`config.mk`:
```
export PLATFORM = sky130hd
export DESIGN_NAME = shared_flash_address_mapper
export DESIGN_NICKNAME = d
export VERILOG_FILES = /design/src/hw/flash_map_pkg.sv /design/src/hw/shared_flash_address_mapper.sv
export SDC_FILE = /design/constraint.sdc
export NUM_CORES = 1
export LEC_CHECK = 0
export BUFFER_PORTS_ARGS = -buffer_cell sky130_fd_sc_hd__buf_2
export CAP_MARGIN = 15
export CORE_MARGIN = 3
export CORE_UTILIZATION = 65
export CTS_CLUSTER_SIZE = 16
export DETAILED_ROUTE_END_ITERATION = 10
export HOLD_SLACK_MARGIN = 0.08
export PLACE_DENSITY = 0.92
export SYNTH_ARGS = -nofsm -noshare
export SYNTH_HDL_FRONTEND = slang
export SYNTH_SLANG_ARGS = --single-unit
```
`constraint.sdc`:
```
create_clock -name clk_sys -period 13.5 [get_ports clk_sys]
set_input_delay 1.35 -clock clk_sys [delete_from_list [all_inputs] [get_ports clk_sys]]
set_output_delay 1.35 -clock clk_sys [all_outputs]
set_load 0.02 [all_outputs]
```
`src/hw/flash_map_pkg.sv`:
```
// constants, register map and state type for the shared flash address mapper
package flash_map_pkg;
   localparam int FLASH_AW = 22;

   // register byte offsets
   localparam logic [7:0] OFS_SHM_CTRL    = 8'h00;
   localparam logic [7:0] OFS_SIZE_SEL    = 8'h04;
   localparam logic [7:0] OFS_UW_BASE     = 8'h08;
   localparam logic [7:0] OFS_UW_SIZE     = 8'h0C;
   localparam logic [7:0] OFS_BANK_SEL    = 8'h10;
   localparam logic [7:0] OFS_PROG_CFG    = 8'h14;
   localparam logic [7:0] OFS_BUS_CFG     = 8'h18;
   localparam logic [7:0] OFS_FINE_RP     = 8'h1C;
   localparam logic [7:0] OFS_FINE_WP     = 8'h20;
   localparam logic [7:0] OFS_COARSE_RP_L = 8'h24;
   localparam logic [7:0] OFS_COARSE_RP_H = 8'h28;
   localparam logic [7:0] OFS_COARSE_WP_L = 8'h2C;
   localparam logic [7:0] OFS_COARSE_WP_H = 8'h30;
   localparam logic [7:0] OFS_STATUS      = 8'h34;
   localparam logic [7:0] OFS_EVENTS      = 8'h38;
   localparam logic [7:0] OFS_BLK_COUNT   = 8'h3C;
   localparam logic [7:0] OFS_CLEAR       = 8'h40;

   // shared memory control bit positions
   localparam int CTL_LPC_MEM = 0;
   localparam int CTL_FWH     = 1;
   localparam int CTL_BIOSEXT = 2;
   localparam int CTL_USRWIN  = 3;
   localparam int CTL_HOST_WA = 4;

   // status and event bit positions
   localparam int ST_HIT    = 24;
   localparam int ST_OK     = 25;
   localparam int ST_SCR    = 26;
   localparam int EV_RD_BLK = 0;
   localparam int EV_WR_BLK = 1;
   localparam int CLR_ALL   = 0;

   // reset values
   localparam logic [4:0]  RST_SHM_CTRL = 5'h03;
   localparam logic [2:0]  RST_SIZE_SEL = 3'h2;

   // sizes and segments
   localparam logic [2:0]  SIZE_SEL_MAX  = 3'h5;
   localparam logic [22:0] MIN_FLASH     = 23'h020000;
   localparam logic [22:0] FLASH_SPAN    = 23'h400000;
   localparam logic [21:0] SEG_64K       = 22'h010000;
   localparam logic [21:0] SEG_128K      = 22'h020000;
   localparam logic [21:0] FINE_LIMIT    = 22'h020000;
   localparam logic [15:0] HOST_SEG_F    = 16'h000F;
   localparam logic [15:0] HOST_SEG_E    = 16'h000E;
   localparam logic [2:0]  BANK_STEP     = 3'h1;
   localparam logic [15:0] COUNT_MAX     = 16'hFFFF;
   localparam logic [15:0] COUNT_ONE     = 16'h0001;

   typedef struct packed {
      logic [4:0]          shm_ctrl;
      logic [2:0]          size_sel;
      logic [31:0]         uw_base;
      logic [22:0]         uw_size;
      logic [1:0]          bank_sel;
      logic                bank_source_override;
      logic                scratch_code;
      logic [15:0]         fine_rp;
      logic [15:0]         fine_wp;
      logic [63:0]         coarse_rp;
      logic [63:0]         coarse_wp;
      logic [1:0]          events;
      logic [15:0]         blk_count;
      logic                waitrequest;
      logic [31:0]         readdata;
      logic [FLASH_AW-1:0] host_flash_addr;
      logic                host_hit;
      logic                host_ok;
      logic [FLASH_AW-1:0] ec_flash_addr;
      logic                scratch_data_sel;
      logic                scratch_code_sel;
   } state_s;
endpackage : flash_map_pkg

```
`src/hw/shared_flash_address_mapper.sv`:
```
// host and controller address translation and host access protection for shared flash
//
// The Avalon-MM slave port and the register addresses were decided locally.
`timescale 1ns/1ps
module shared_flash_address_mapper
   import flash_map_pkg::*;
(
   input  wire logic                clk_sys,
   input  wire logic                rst_n,
   input  wire logic [7:0]          avs_address,
   input  wire logic                avs_read,
   input  wire logic                avs_write,
   input  wire logic [31:0]         avs_writedata,
   input  wire logic [3:0]          avs_byteenable,
   output      logic [31:0]         avs_readdata,
   output      logic                avs_waitrequest,
   input  wire logic                host_req,
   input  wire logic                host_write,
   input  wire logic                host_fwh,
   input  wire logic [31:0]         host_addr,
   output      logic [FLASH_AW-1:0] host_flash_addr,
   output      logic                host_hit,
   output      logic                host_ok,
   input  wire logic [15:0]         ec_code_addr,
   input  wire logic [7:0]          port_one_register,
   output      logic [FLASH_AW-1:0] ec_flash_addr,
   output      logic                scratch_data_sel,
   output      logic                scratch_code_sel
);

   state_s              s;
   state_s              next_s;

   logic [2:0]          size_sel_eff;
   logic [22:0]         flash_size;
   logic [21:0]         size_lo;
   logic                cyc_en;
   logic                top_hit;
   logic                user_hit;
   logic                f_hit;
   logic                e_hit;
   logic [31:0]         user_offs;
   logic [FLASH_AW-1:0] map_addr;
   logic                map_hit;
   logic                rp_bit;
   logic                wp_bit;
   logic                access_ok;
   logic [1:0]          bank;
   logic [31:0]         rd_mux;
   logic [31:0]         status_word;
   logic                bus_req;

   function automatic logic [31:0] merge_be(input logic [31:0] old_v,
                                            input logic [31:0] new_v,
                                            input logic [3:0]  be);
      logic [31:0] r;
      r = old_v;
      for (int i = 0; i < 4; i++) begin
         if (be[i]) begin
            r[i*8 +: 8] = new_v[i*8 +: 8];
         end
      end
      return r;
   endfunction : merge_be

   // flash size and host window decode
   always_comb begin
      size_sel_eff = (s.size_sel > SIZE_SEL_MAX) ? SIZE_SEL_MAX : s.size_sel;
      flash_size   = MIN_FLASH << size_sel_eff;
      size_lo      = flash_size[21:0];
      cyc_en       = host_fwh ? s.shm_ctrl[CTL_FWH]
                              : s.shm_ctrl[CTL_LPC_MEM];
      top_hit      = (&host_addr[31:22])
                   && ({1'b0, host_addr[21:0]} >= (FLASH_SPAN - flash_size));
      user_offs    = host_addr - s.uw_base;
      user_hit     = s.shm_ctrl[CTL_USRWIN]
                   && (host_addr >= s.uw_base)
                   && (user_offs < {9'h000, s.uw_size})
                   && (s.uw_size <= flash_size);
      f_hit        = (host_addr[31:16] == HOST_SEG_F);
      e_hit        = (host_addr[31:16] == HOST_SEG_E)
                   && s.shm_ctrl[CTL_BIOSEXT];
      map_hit      = cyc_en && (top_hit || user_hit || f_hit || e_hit);
      // the top window spans all of flash, code region included; user and F windows end at the flash top, E ends 64k below it
      if (top_hit) begin
         map_addr = host_addr[21:0] + size_lo;
      end else if (user_hit) begin
         map_addr = size_lo - s.uw_size[21:0] + user_offs[21:0];
      end else if (f_hit) begin
         map_addr = size_lo - SEG_64K + {6'h00, host_addr[15:0]};
      end else if (e_hit) begin
         map_addr = size_lo - SEG_128K + {6'h00, host_addr[15:0]};
      end else begin
         map_addr = '0;
      end
   end

   // protection lookup on the translated address
   always_comb begin
      if (map_addr < FINE_LIMIT) begin
         rp_bit = s.fine_rp[map_addr[16:13]];
         wp_bit = s.fine_wp[map_addr[16:13]];
      end else begin
         rp_bit = s.coarse_rp[map_addr[21:16]];
         wp_bit = s.coarse_wp[map_addr[21:16]];
      end
      access_ok = map_hit && (host_write
                  ? (!wp_bit && s.shm_ctrl[CTL_HOST_WA])
                  : !rp_bit);
   end

   // controller code bank selection
   always_comb begin
      bank = s.bank_source_override ? port_one_register[1:0] : s.bank_sel;
   end

   // register read multiplexer
   always_comb begin
      status_word = '0;
      status_word[FLASH_AW-1:0] = s.host_flash_addr;
      status_word[ST_HIT]       = s.host_hit;
      status_word[ST_OK]        = s.host_ok;
      status_word[ST_SCR]       = s.scratch_code;
      if (avs_address == OFS_SHM_CTRL) begin
         rd_mux = {27'h0000000, s.shm_ctrl};
      end else if (avs_address == OFS_SIZE_SEL) begin
         rd_mux = {29'h00000000, s.size_sel};
      end else if (avs_address == OFS_UW_BASE) begin
         rd_mux = s.uw_base;
      end else if (avs_address == OFS_UW_SIZE) begin
         rd_mux = {9'h000, s.uw_size};
      end else if (avs_address == OFS_BANK_SEL) begin
         rd_mux = {30'h00000000, s.bank_sel};
      end else if (avs_address == OFS_PROG_CFG) begin
         rd_mux = {31'h00000000, s.bank_source_override};
      end else if (avs_address == OFS_BUS_CFG) begin
         rd_mux = {31'h00000000, s.scratch_code};
      end else if (avs_address == OFS_FINE_RP) begin
         rd_mux = {16'h0000, s.fine_rp};
      end else if (avs_address == OFS_FINE_WP) begin
         rd_mux = {16'h0000, s.fine_wp};
      end else if (avs_address == OFS_COARSE_RP_L) begin
         rd_mux = s.coarse_rp[31:0];
      end else if (avs_address == OFS_COARSE_RP_H) begin
         rd_mux = s.coarse_rp[63:32];
      end else if (avs_address == OFS_COARSE_WP_L) begin
         rd_mux = s.coarse_wp[31:0];
      end else if (avs_address == OFS_COARSE_WP_H) begin
         rd_mux = s.coarse_wp[63:32];
      end else if (avs_address == OFS_STATUS) begin
         rd_mux = status_word;
      end else if (avs_address == OFS_EVENTS) begin
         rd_mux = {30'h00000000, s.events};
      end else if (avs_address == OFS_BLK_COUNT) begin
         rd_mux = {16'h0000, s.blk_count};
      end else begin
         rd_mux = '0;
      end
   end

   // next state
   always_comb begin
      logic [31:0] wv;
      next_s  = s;
      wv      = '0;
      bus_req = avs_read || avs_write;
      // bus handshake: answer one cycle after the request is seen
      if (bus_req && s.waitrequest) begin
         next_s.waitrequest = 1'b0;
         next_s.readdata    = rd_mux;
      end else if (!s.waitrequest) begin
         next_s.waitrequest = 1'b1;
         next_s.readdata    = '0;
         if (avs_read && (avs_address == OFS_BLK_COUNT)) begin
            next_s.blk_count = '0;
         end
         if (avs_write) begin
            if (avs_address == OFS_SHM_CTRL) begin
               wv = merge_be({27'h0000000, s.shm_ctrl},
                             avs_writedata, avs_byteenable);
               next_s.shm_ctrl = wv[4:0];
            end else if (avs_address == OFS_SIZE_SEL) begin
               wv = merge_be({29'h00000000, s.size_sel},
                             avs_writedata, avs_byteenable);
               next_s.size_sel = wv[2:0];
            end else if (avs_address == OFS_UW_BASE) begin
               next_s.uw_base = merge_be(s.uw_base, avs_writedata,
                                         avs_byteenable);
            end else if (avs_address == OFS_UW_SIZE) begin
               wv = merge_be({9'h000, s.uw_size},
                             avs_writedata, avs_byteenable);
               next_s.uw_size = wv[22:0];
            end else if (avs_address == OFS_BANK_SEL) begin
               wv = merge_be({30'h00000000, s.bank_sel},
                             avs_writedata, avs_byteenable);
               next_s.bank_sel = wv[1:0];
            end else if (avs_address == OFS_PROG_CFG) begin
               wv = merge_be({31'h00000000, s.bank_source_override},
                             avs_writedata, avs_byteenable);
               next_s.bank_source_override = wv[0];
            end else if (avs_address == OFS_BUS_CFG) begin
               wv = merge_be({31'h00000000, s.scratch_code},
                             avs_writedata, avs_byteenable);
               next_s.scratch_code = wv[0];
            end else if (avs_address == OFS_FINE_RP) begin
               wv = merge_be({16'h0000, s.fine_rp},
                             avs_writedata, avs_byteenable);
               next_s.fine_rp = wv[15:0];
            end else if (avs_address == OFS_FINE_WP) begin
               wv = merge_be({16'h0000, s.fine_wp},
                             avs_writedata, avs_byteenable);
               next_s.fine_wp = wv[15:0];
            end else if (avs_address == OFS_COARSE_RP_L) begin
               next_s.coarse_rp[31:0] = merge_be(s.coarse_rp[31:0],
                                          avs_writedata, avs_byteenable);
            end else if (avs_address == OFS_COARSE_RP_H) begin
               next_s.coarse_rp[63:32] = merge_be(s.coarse_rp[63:32],
                                          avs_writedata, avs_byteenable);
            end else if (avs_address == OFS_COARSE_WP_L) begin
               next_s.coarse_wp[31:0] = merge_be(s.coarse_wp[31:0],
                                          avs_writedata, avs_byteenable);
            end else if (avs_address == OFS_COARSE_WP_H) begin
               next_s.coarse_wp[63:32] = merge_be(s.coarse_wp[63:32],
                                          avs_writedata, avs_byteenable);
            end else if (avs_address == OFS_EVENTS) begin
               if (avs_byteenable[0]) begin
                  next_s.events = s.events & ~avs_writedata[1:0];
               end
            end else if (avs_address == OFS_CLEAR) begin
               if (avs_byteenable[0] && avs_writedata[CLR_ALL]) begin
                  next_s.events    = '0;
                  next_s.blk_count = '0;
               end
            end
            // status and count words are read-only: writes are dropped
         end
      end
      // scratch placement follows its control bit exclusively
      next_s.scratch_code_sel = next_s.scratch_code;
      next_s.scratch_data_sel = !next_s.scratch_code;
      // host access result; a blocked access sets flags after any clear
      if (host_req) begin
         next_s.host_flash_addr = map_addr;
         next_s.host_hit        = map_hit;
         next_s.host_ok         = access_ok;
         if (map_hit && !access_ok) begin
            if (host_write) begin
               next_s.events[EV_WR_BLK] = 1'b1;
            end else begin
               next_s.events[EV_RD_BLK] = 1'b1;
            end
            if (next_s.blk_count != COUNT_MAX) begin
               next_s.blk_count = next_s.blk_count + COUNT_ONE;
            end
         end
      end
      // 64k code space: low half fixed, high half banked up to 160k
      if (ec_code_addr[15]) begin
         next_s.ec_flash_addr = {4'h0, ({1'b0, bank} + BANK_STEP),
                                 ec_code_addr[14:0]};
      end else begin
         next_s.ec_flash_addr = {6'h00, ec_code_addr};
      end
      // code lies in ordinary flash, so host windows reach it too
   end

   always_ff @(posedge clk_sys) begin
      if (!rst_n) begin
         s                  <= '0;
         s.shm_ctrl         <= RST_SHM_CTRL;
         s.size_sel         <= RST_SIZE_SEL;
         s.waitrequest      <= 1'b1;
         s.scratch_code     <= 1'b0;
         s.scratch_data_sel <= 1'b1;
         s.scratch_code_sel <= 1'b0;
      end else begin
         s <= next_s;
      end
   end

   assign avs_readdata     = s.readdata;
   assign avs_waitrequest  = s.waitrequest;
   assign host_flash_addr  = s.host_flash_addr;
   assign host_hit         = s.host_hit;
   assign host_ok          = s.host_ok;
   assign ec_flash_addr    = s.ec_flash_addr;
   assign scratch_data_sel = s.scratch_data_sel;
   assign scratch_code_sel = s.scratch_code_sel;

endmodule : shared_flash_address_mapper
```
==> impl_results.md <==
- Port bufs: 177
- Routed vias/inst: 6.937
- # IOs: 188
- Cts bufs inserted: 34
- PD cells: 101.3 nW/um^2
- Tightest Pin Transition: 1.154 ns
- Worst Skew: 0.02647 ns
- RSZ-0062 raised after global routing: false
- Post-synth EDFFs: 0
- GP Congestion: 1.048
- Tcrit/Tclk final: 71.34%
- GR Overflow Total: 0
- Post-synthesis cell count: 2,695
- TritonCTS clock tree: built
- Peak supply drop: 100.0 uV
- Deepest clock path buffer count: 3
- Root Buffer: clkbuf_16
- Lkg Pwr: 8.244 nW
- Primary FF master, synth: dfxtp_1
- Mapped cell area: 20,400 um^2
- Crit path capture type: flip-flop
- DIE HEIGHT: 183.2 um
- Fin. Hold Viols: 0
- Maximum fanout along the worst path: 23
- Drc violations: 0
- Hold_sp: avs_readdata[25]
- DRT iter0 DRCs: 3,503
- Yosys cell types: 94
- Ys Warns: 0
- Status: completed
- Avg Inst Size Synth: 7.571 um^2
- Global Route Usage Sum: 41.07%
- Initial Utilization: 66.35%
- Final net count: 2,934
- H-tree depth: 2
- Die area: 33,550 um^2
- Fin Setup TNS: 0 ns
- MaxCap Viol Count: 0
- Critical path origin: host_addr[0]
- # hold bufs at CTS: 0
- Final antenna-violating net count: 0
- Overall Power: 2.225 mW
- First-pass GRT wire length: 110,200 um
- Die W: 183.2 um
- Setup repair bufs after CTS: 0
- Max-slew headroom: 22.76%
- DR WL/cell: 22.93 um
- Post-CTS Resized: 0
- Startpoint types: input port
- Area Growth Syn to Fin: 7.635%
- CP Class: input port to flip-flop
- Fmax: 103.8 MHz
- Worst-path clk slew: 0.06 ns
- Routed WL: 71,900 um
- Largest net degree at the start of global routing: 96
- Worst hold path class: flip-flop to flip-flop
- HPWL after DPL: 52,270 um
- Rows: 64
- Reg2reg start: s[286]
- WHS: 0.4473 ns
- Vias: 21,760
- Worst skew pair latency: 0.54 ns
- Share of layout cells above drive strength 1: 11.32%
- Synthesized flop and latch total: 321
- Number of global-route vias before repair: 20,230
- Cell taking the most area after synthesis: dfxtp_1
- Slew Viols, Final: 0
- Iteration count of the initial detailed-routing pass: 10
- Worst Path Arrival: 10.03 ns
- Worst path required time: 13.90 ns
- Initial antenna violation count: 5
- Clk sinks: 321
- Top cells by area, synth: dfxtp_1 (31%), nand2_1 (10%), a21oi_1 (8.0%)
- Tmin final: 9.631 ns
- Final setup vio count: 0
- Sequential area share after synthesis: 31.50%
- Ys async rst share: 0%
- Synth top area share: 31.50%
- Core area: 30,750 um^2
## per-layer routing
metal	track usage (%)	wire length [um]	vias to the layer above
met3	9.163	9864	402
met5	0	8	-
li1	-	-	9558
met1	53.39	26350	10010
met2	62.52	30110	1782
met4	24.98	5568	2
## where the power goes
part           internal, mW  switching, mW  leakage, nW  total [mW]
clock network         0.551          0.403        0.553       0.953
registers             0.952        0.00415         2.59       0.956
logic                 0.112          0.204         5.10       0.316
## cells in the mapped netlist (all sizes together), types with 16 or more instances
cell type / instances
a31oi: 20
o211ai: 16
o22ai: 36
nor4: 16
a21o: 34
a22oi: 35
a222oi: 30
nand2: 568
and2: 33
and3: 18
mux2i: 99
xor2: 21
a211oi: 38
clkbuf: 109
mux2: 20
a21oi: 328
xnor2: 29
nor3: 38
dfxtp: 321
nand4: 25
nand3: 67
buf: 112
o21ai: 121
ha: 97
inv: 83
nor2: 183
## per-stage QoR
stage	instances	utilization [%]	instance area [um^2]	setup slack, ns
2_1_floorplan	2698	-	20410	6.315
3_3_place_gp	3076	67.79	20850	3.952
3_5_place_dp	3076	67.79	20850	3.768
4_1_cts	3135	71.41	21960	4.255
5_1_grt	3135	71.41	21960	3.582
6_report	3136	71.42	21960	3.869
## final timing paths
check | to | slack [ns] | cells past startpoint
setup / recovery | s[82] | 3.87 | 27
hold / removal | avs_readdata[25] | 0.45 | 1
setup reg to reg | s[82] | 4.51 | 25
hold reg to reg | avs_readdata[25] | 0.45 | 1
## layout make-up
cell class / instances / area, um^2
multi-input combinational: 2073 / 12530
fill: 2493 / 8788
sequential: 321 / 6426
timing repair buffer: 203 / 1081
clock buffer: 48 / 984.7
tap: 396 / 495.5
inverter: 83 / 316.6
clock inverter: 11 / 127.6
antenna: 1 / 2.502
## registers in the layout, indices dropped and copies added, names as in the netlist
name,flops
s,244
avs_waitrequest,1
host_hit,1
ec_flash_addr,18
scratch_code_sel,1
avs_readdata,32
host_ok,1
scratch_data_sel,1
host_flash_addr,22
## worst max-delay path: stages
cell,delay (ns)
buf_2,0.13
inv_1,0.06
ha_1,0.16
inv_1,0.06
fa_1,0.41
a21o_1,0.22
a221o_1,0.37
a211oi_1,0.57
o21ai_0,0.27
a21boi_0,0.34
xnor2_1,0.22
ha_1,0.29
nand3_1,0.13
a2111oi_0,0.11
nor3_1,0.20
nand4_1,0.18
nor4b_4,0.67
and2_1,0.82
o31a_1,0.84
nand2_1,0.35
or3_1,0.40
o311ai_0,0.11
o311a_1,0.25
o211ai_2,0.11
a32oi_2,0.94
nor2_1,0.24
mux2i_1,0.19
## layout by cell type, fill, tap and decap left out, types with 32 or more instances in the layout
master	count
and2_1	32
o22ai_1	36
a211oi_1	37
nand3_1	67
nor3_1	35
a21oi_1	327
inv_1	82
buf_2	177
a22oi_1	35
o21ai_0	118
nand2_1	568
dfxtp_1	321
mux2i_1	99
ha_1	97
clkbuf_16	35
nor2_1	179
a21o_1	34
## cell families after synthesis
family / Yosys count / share of synthesized area [%]
other cells: 1 / 0.01838
simple gates: 1025 / 22.11
xor+xnor: 50 / 2.146
flops: 321 / 31.50
fa+ha+maj: 111 / 7.322
buf+inv: 304 / 7.377
mux: 120 / 6.071
compound gates: 763 / 23.46
No activity file was read; power rests on OpenSTA's default activity.
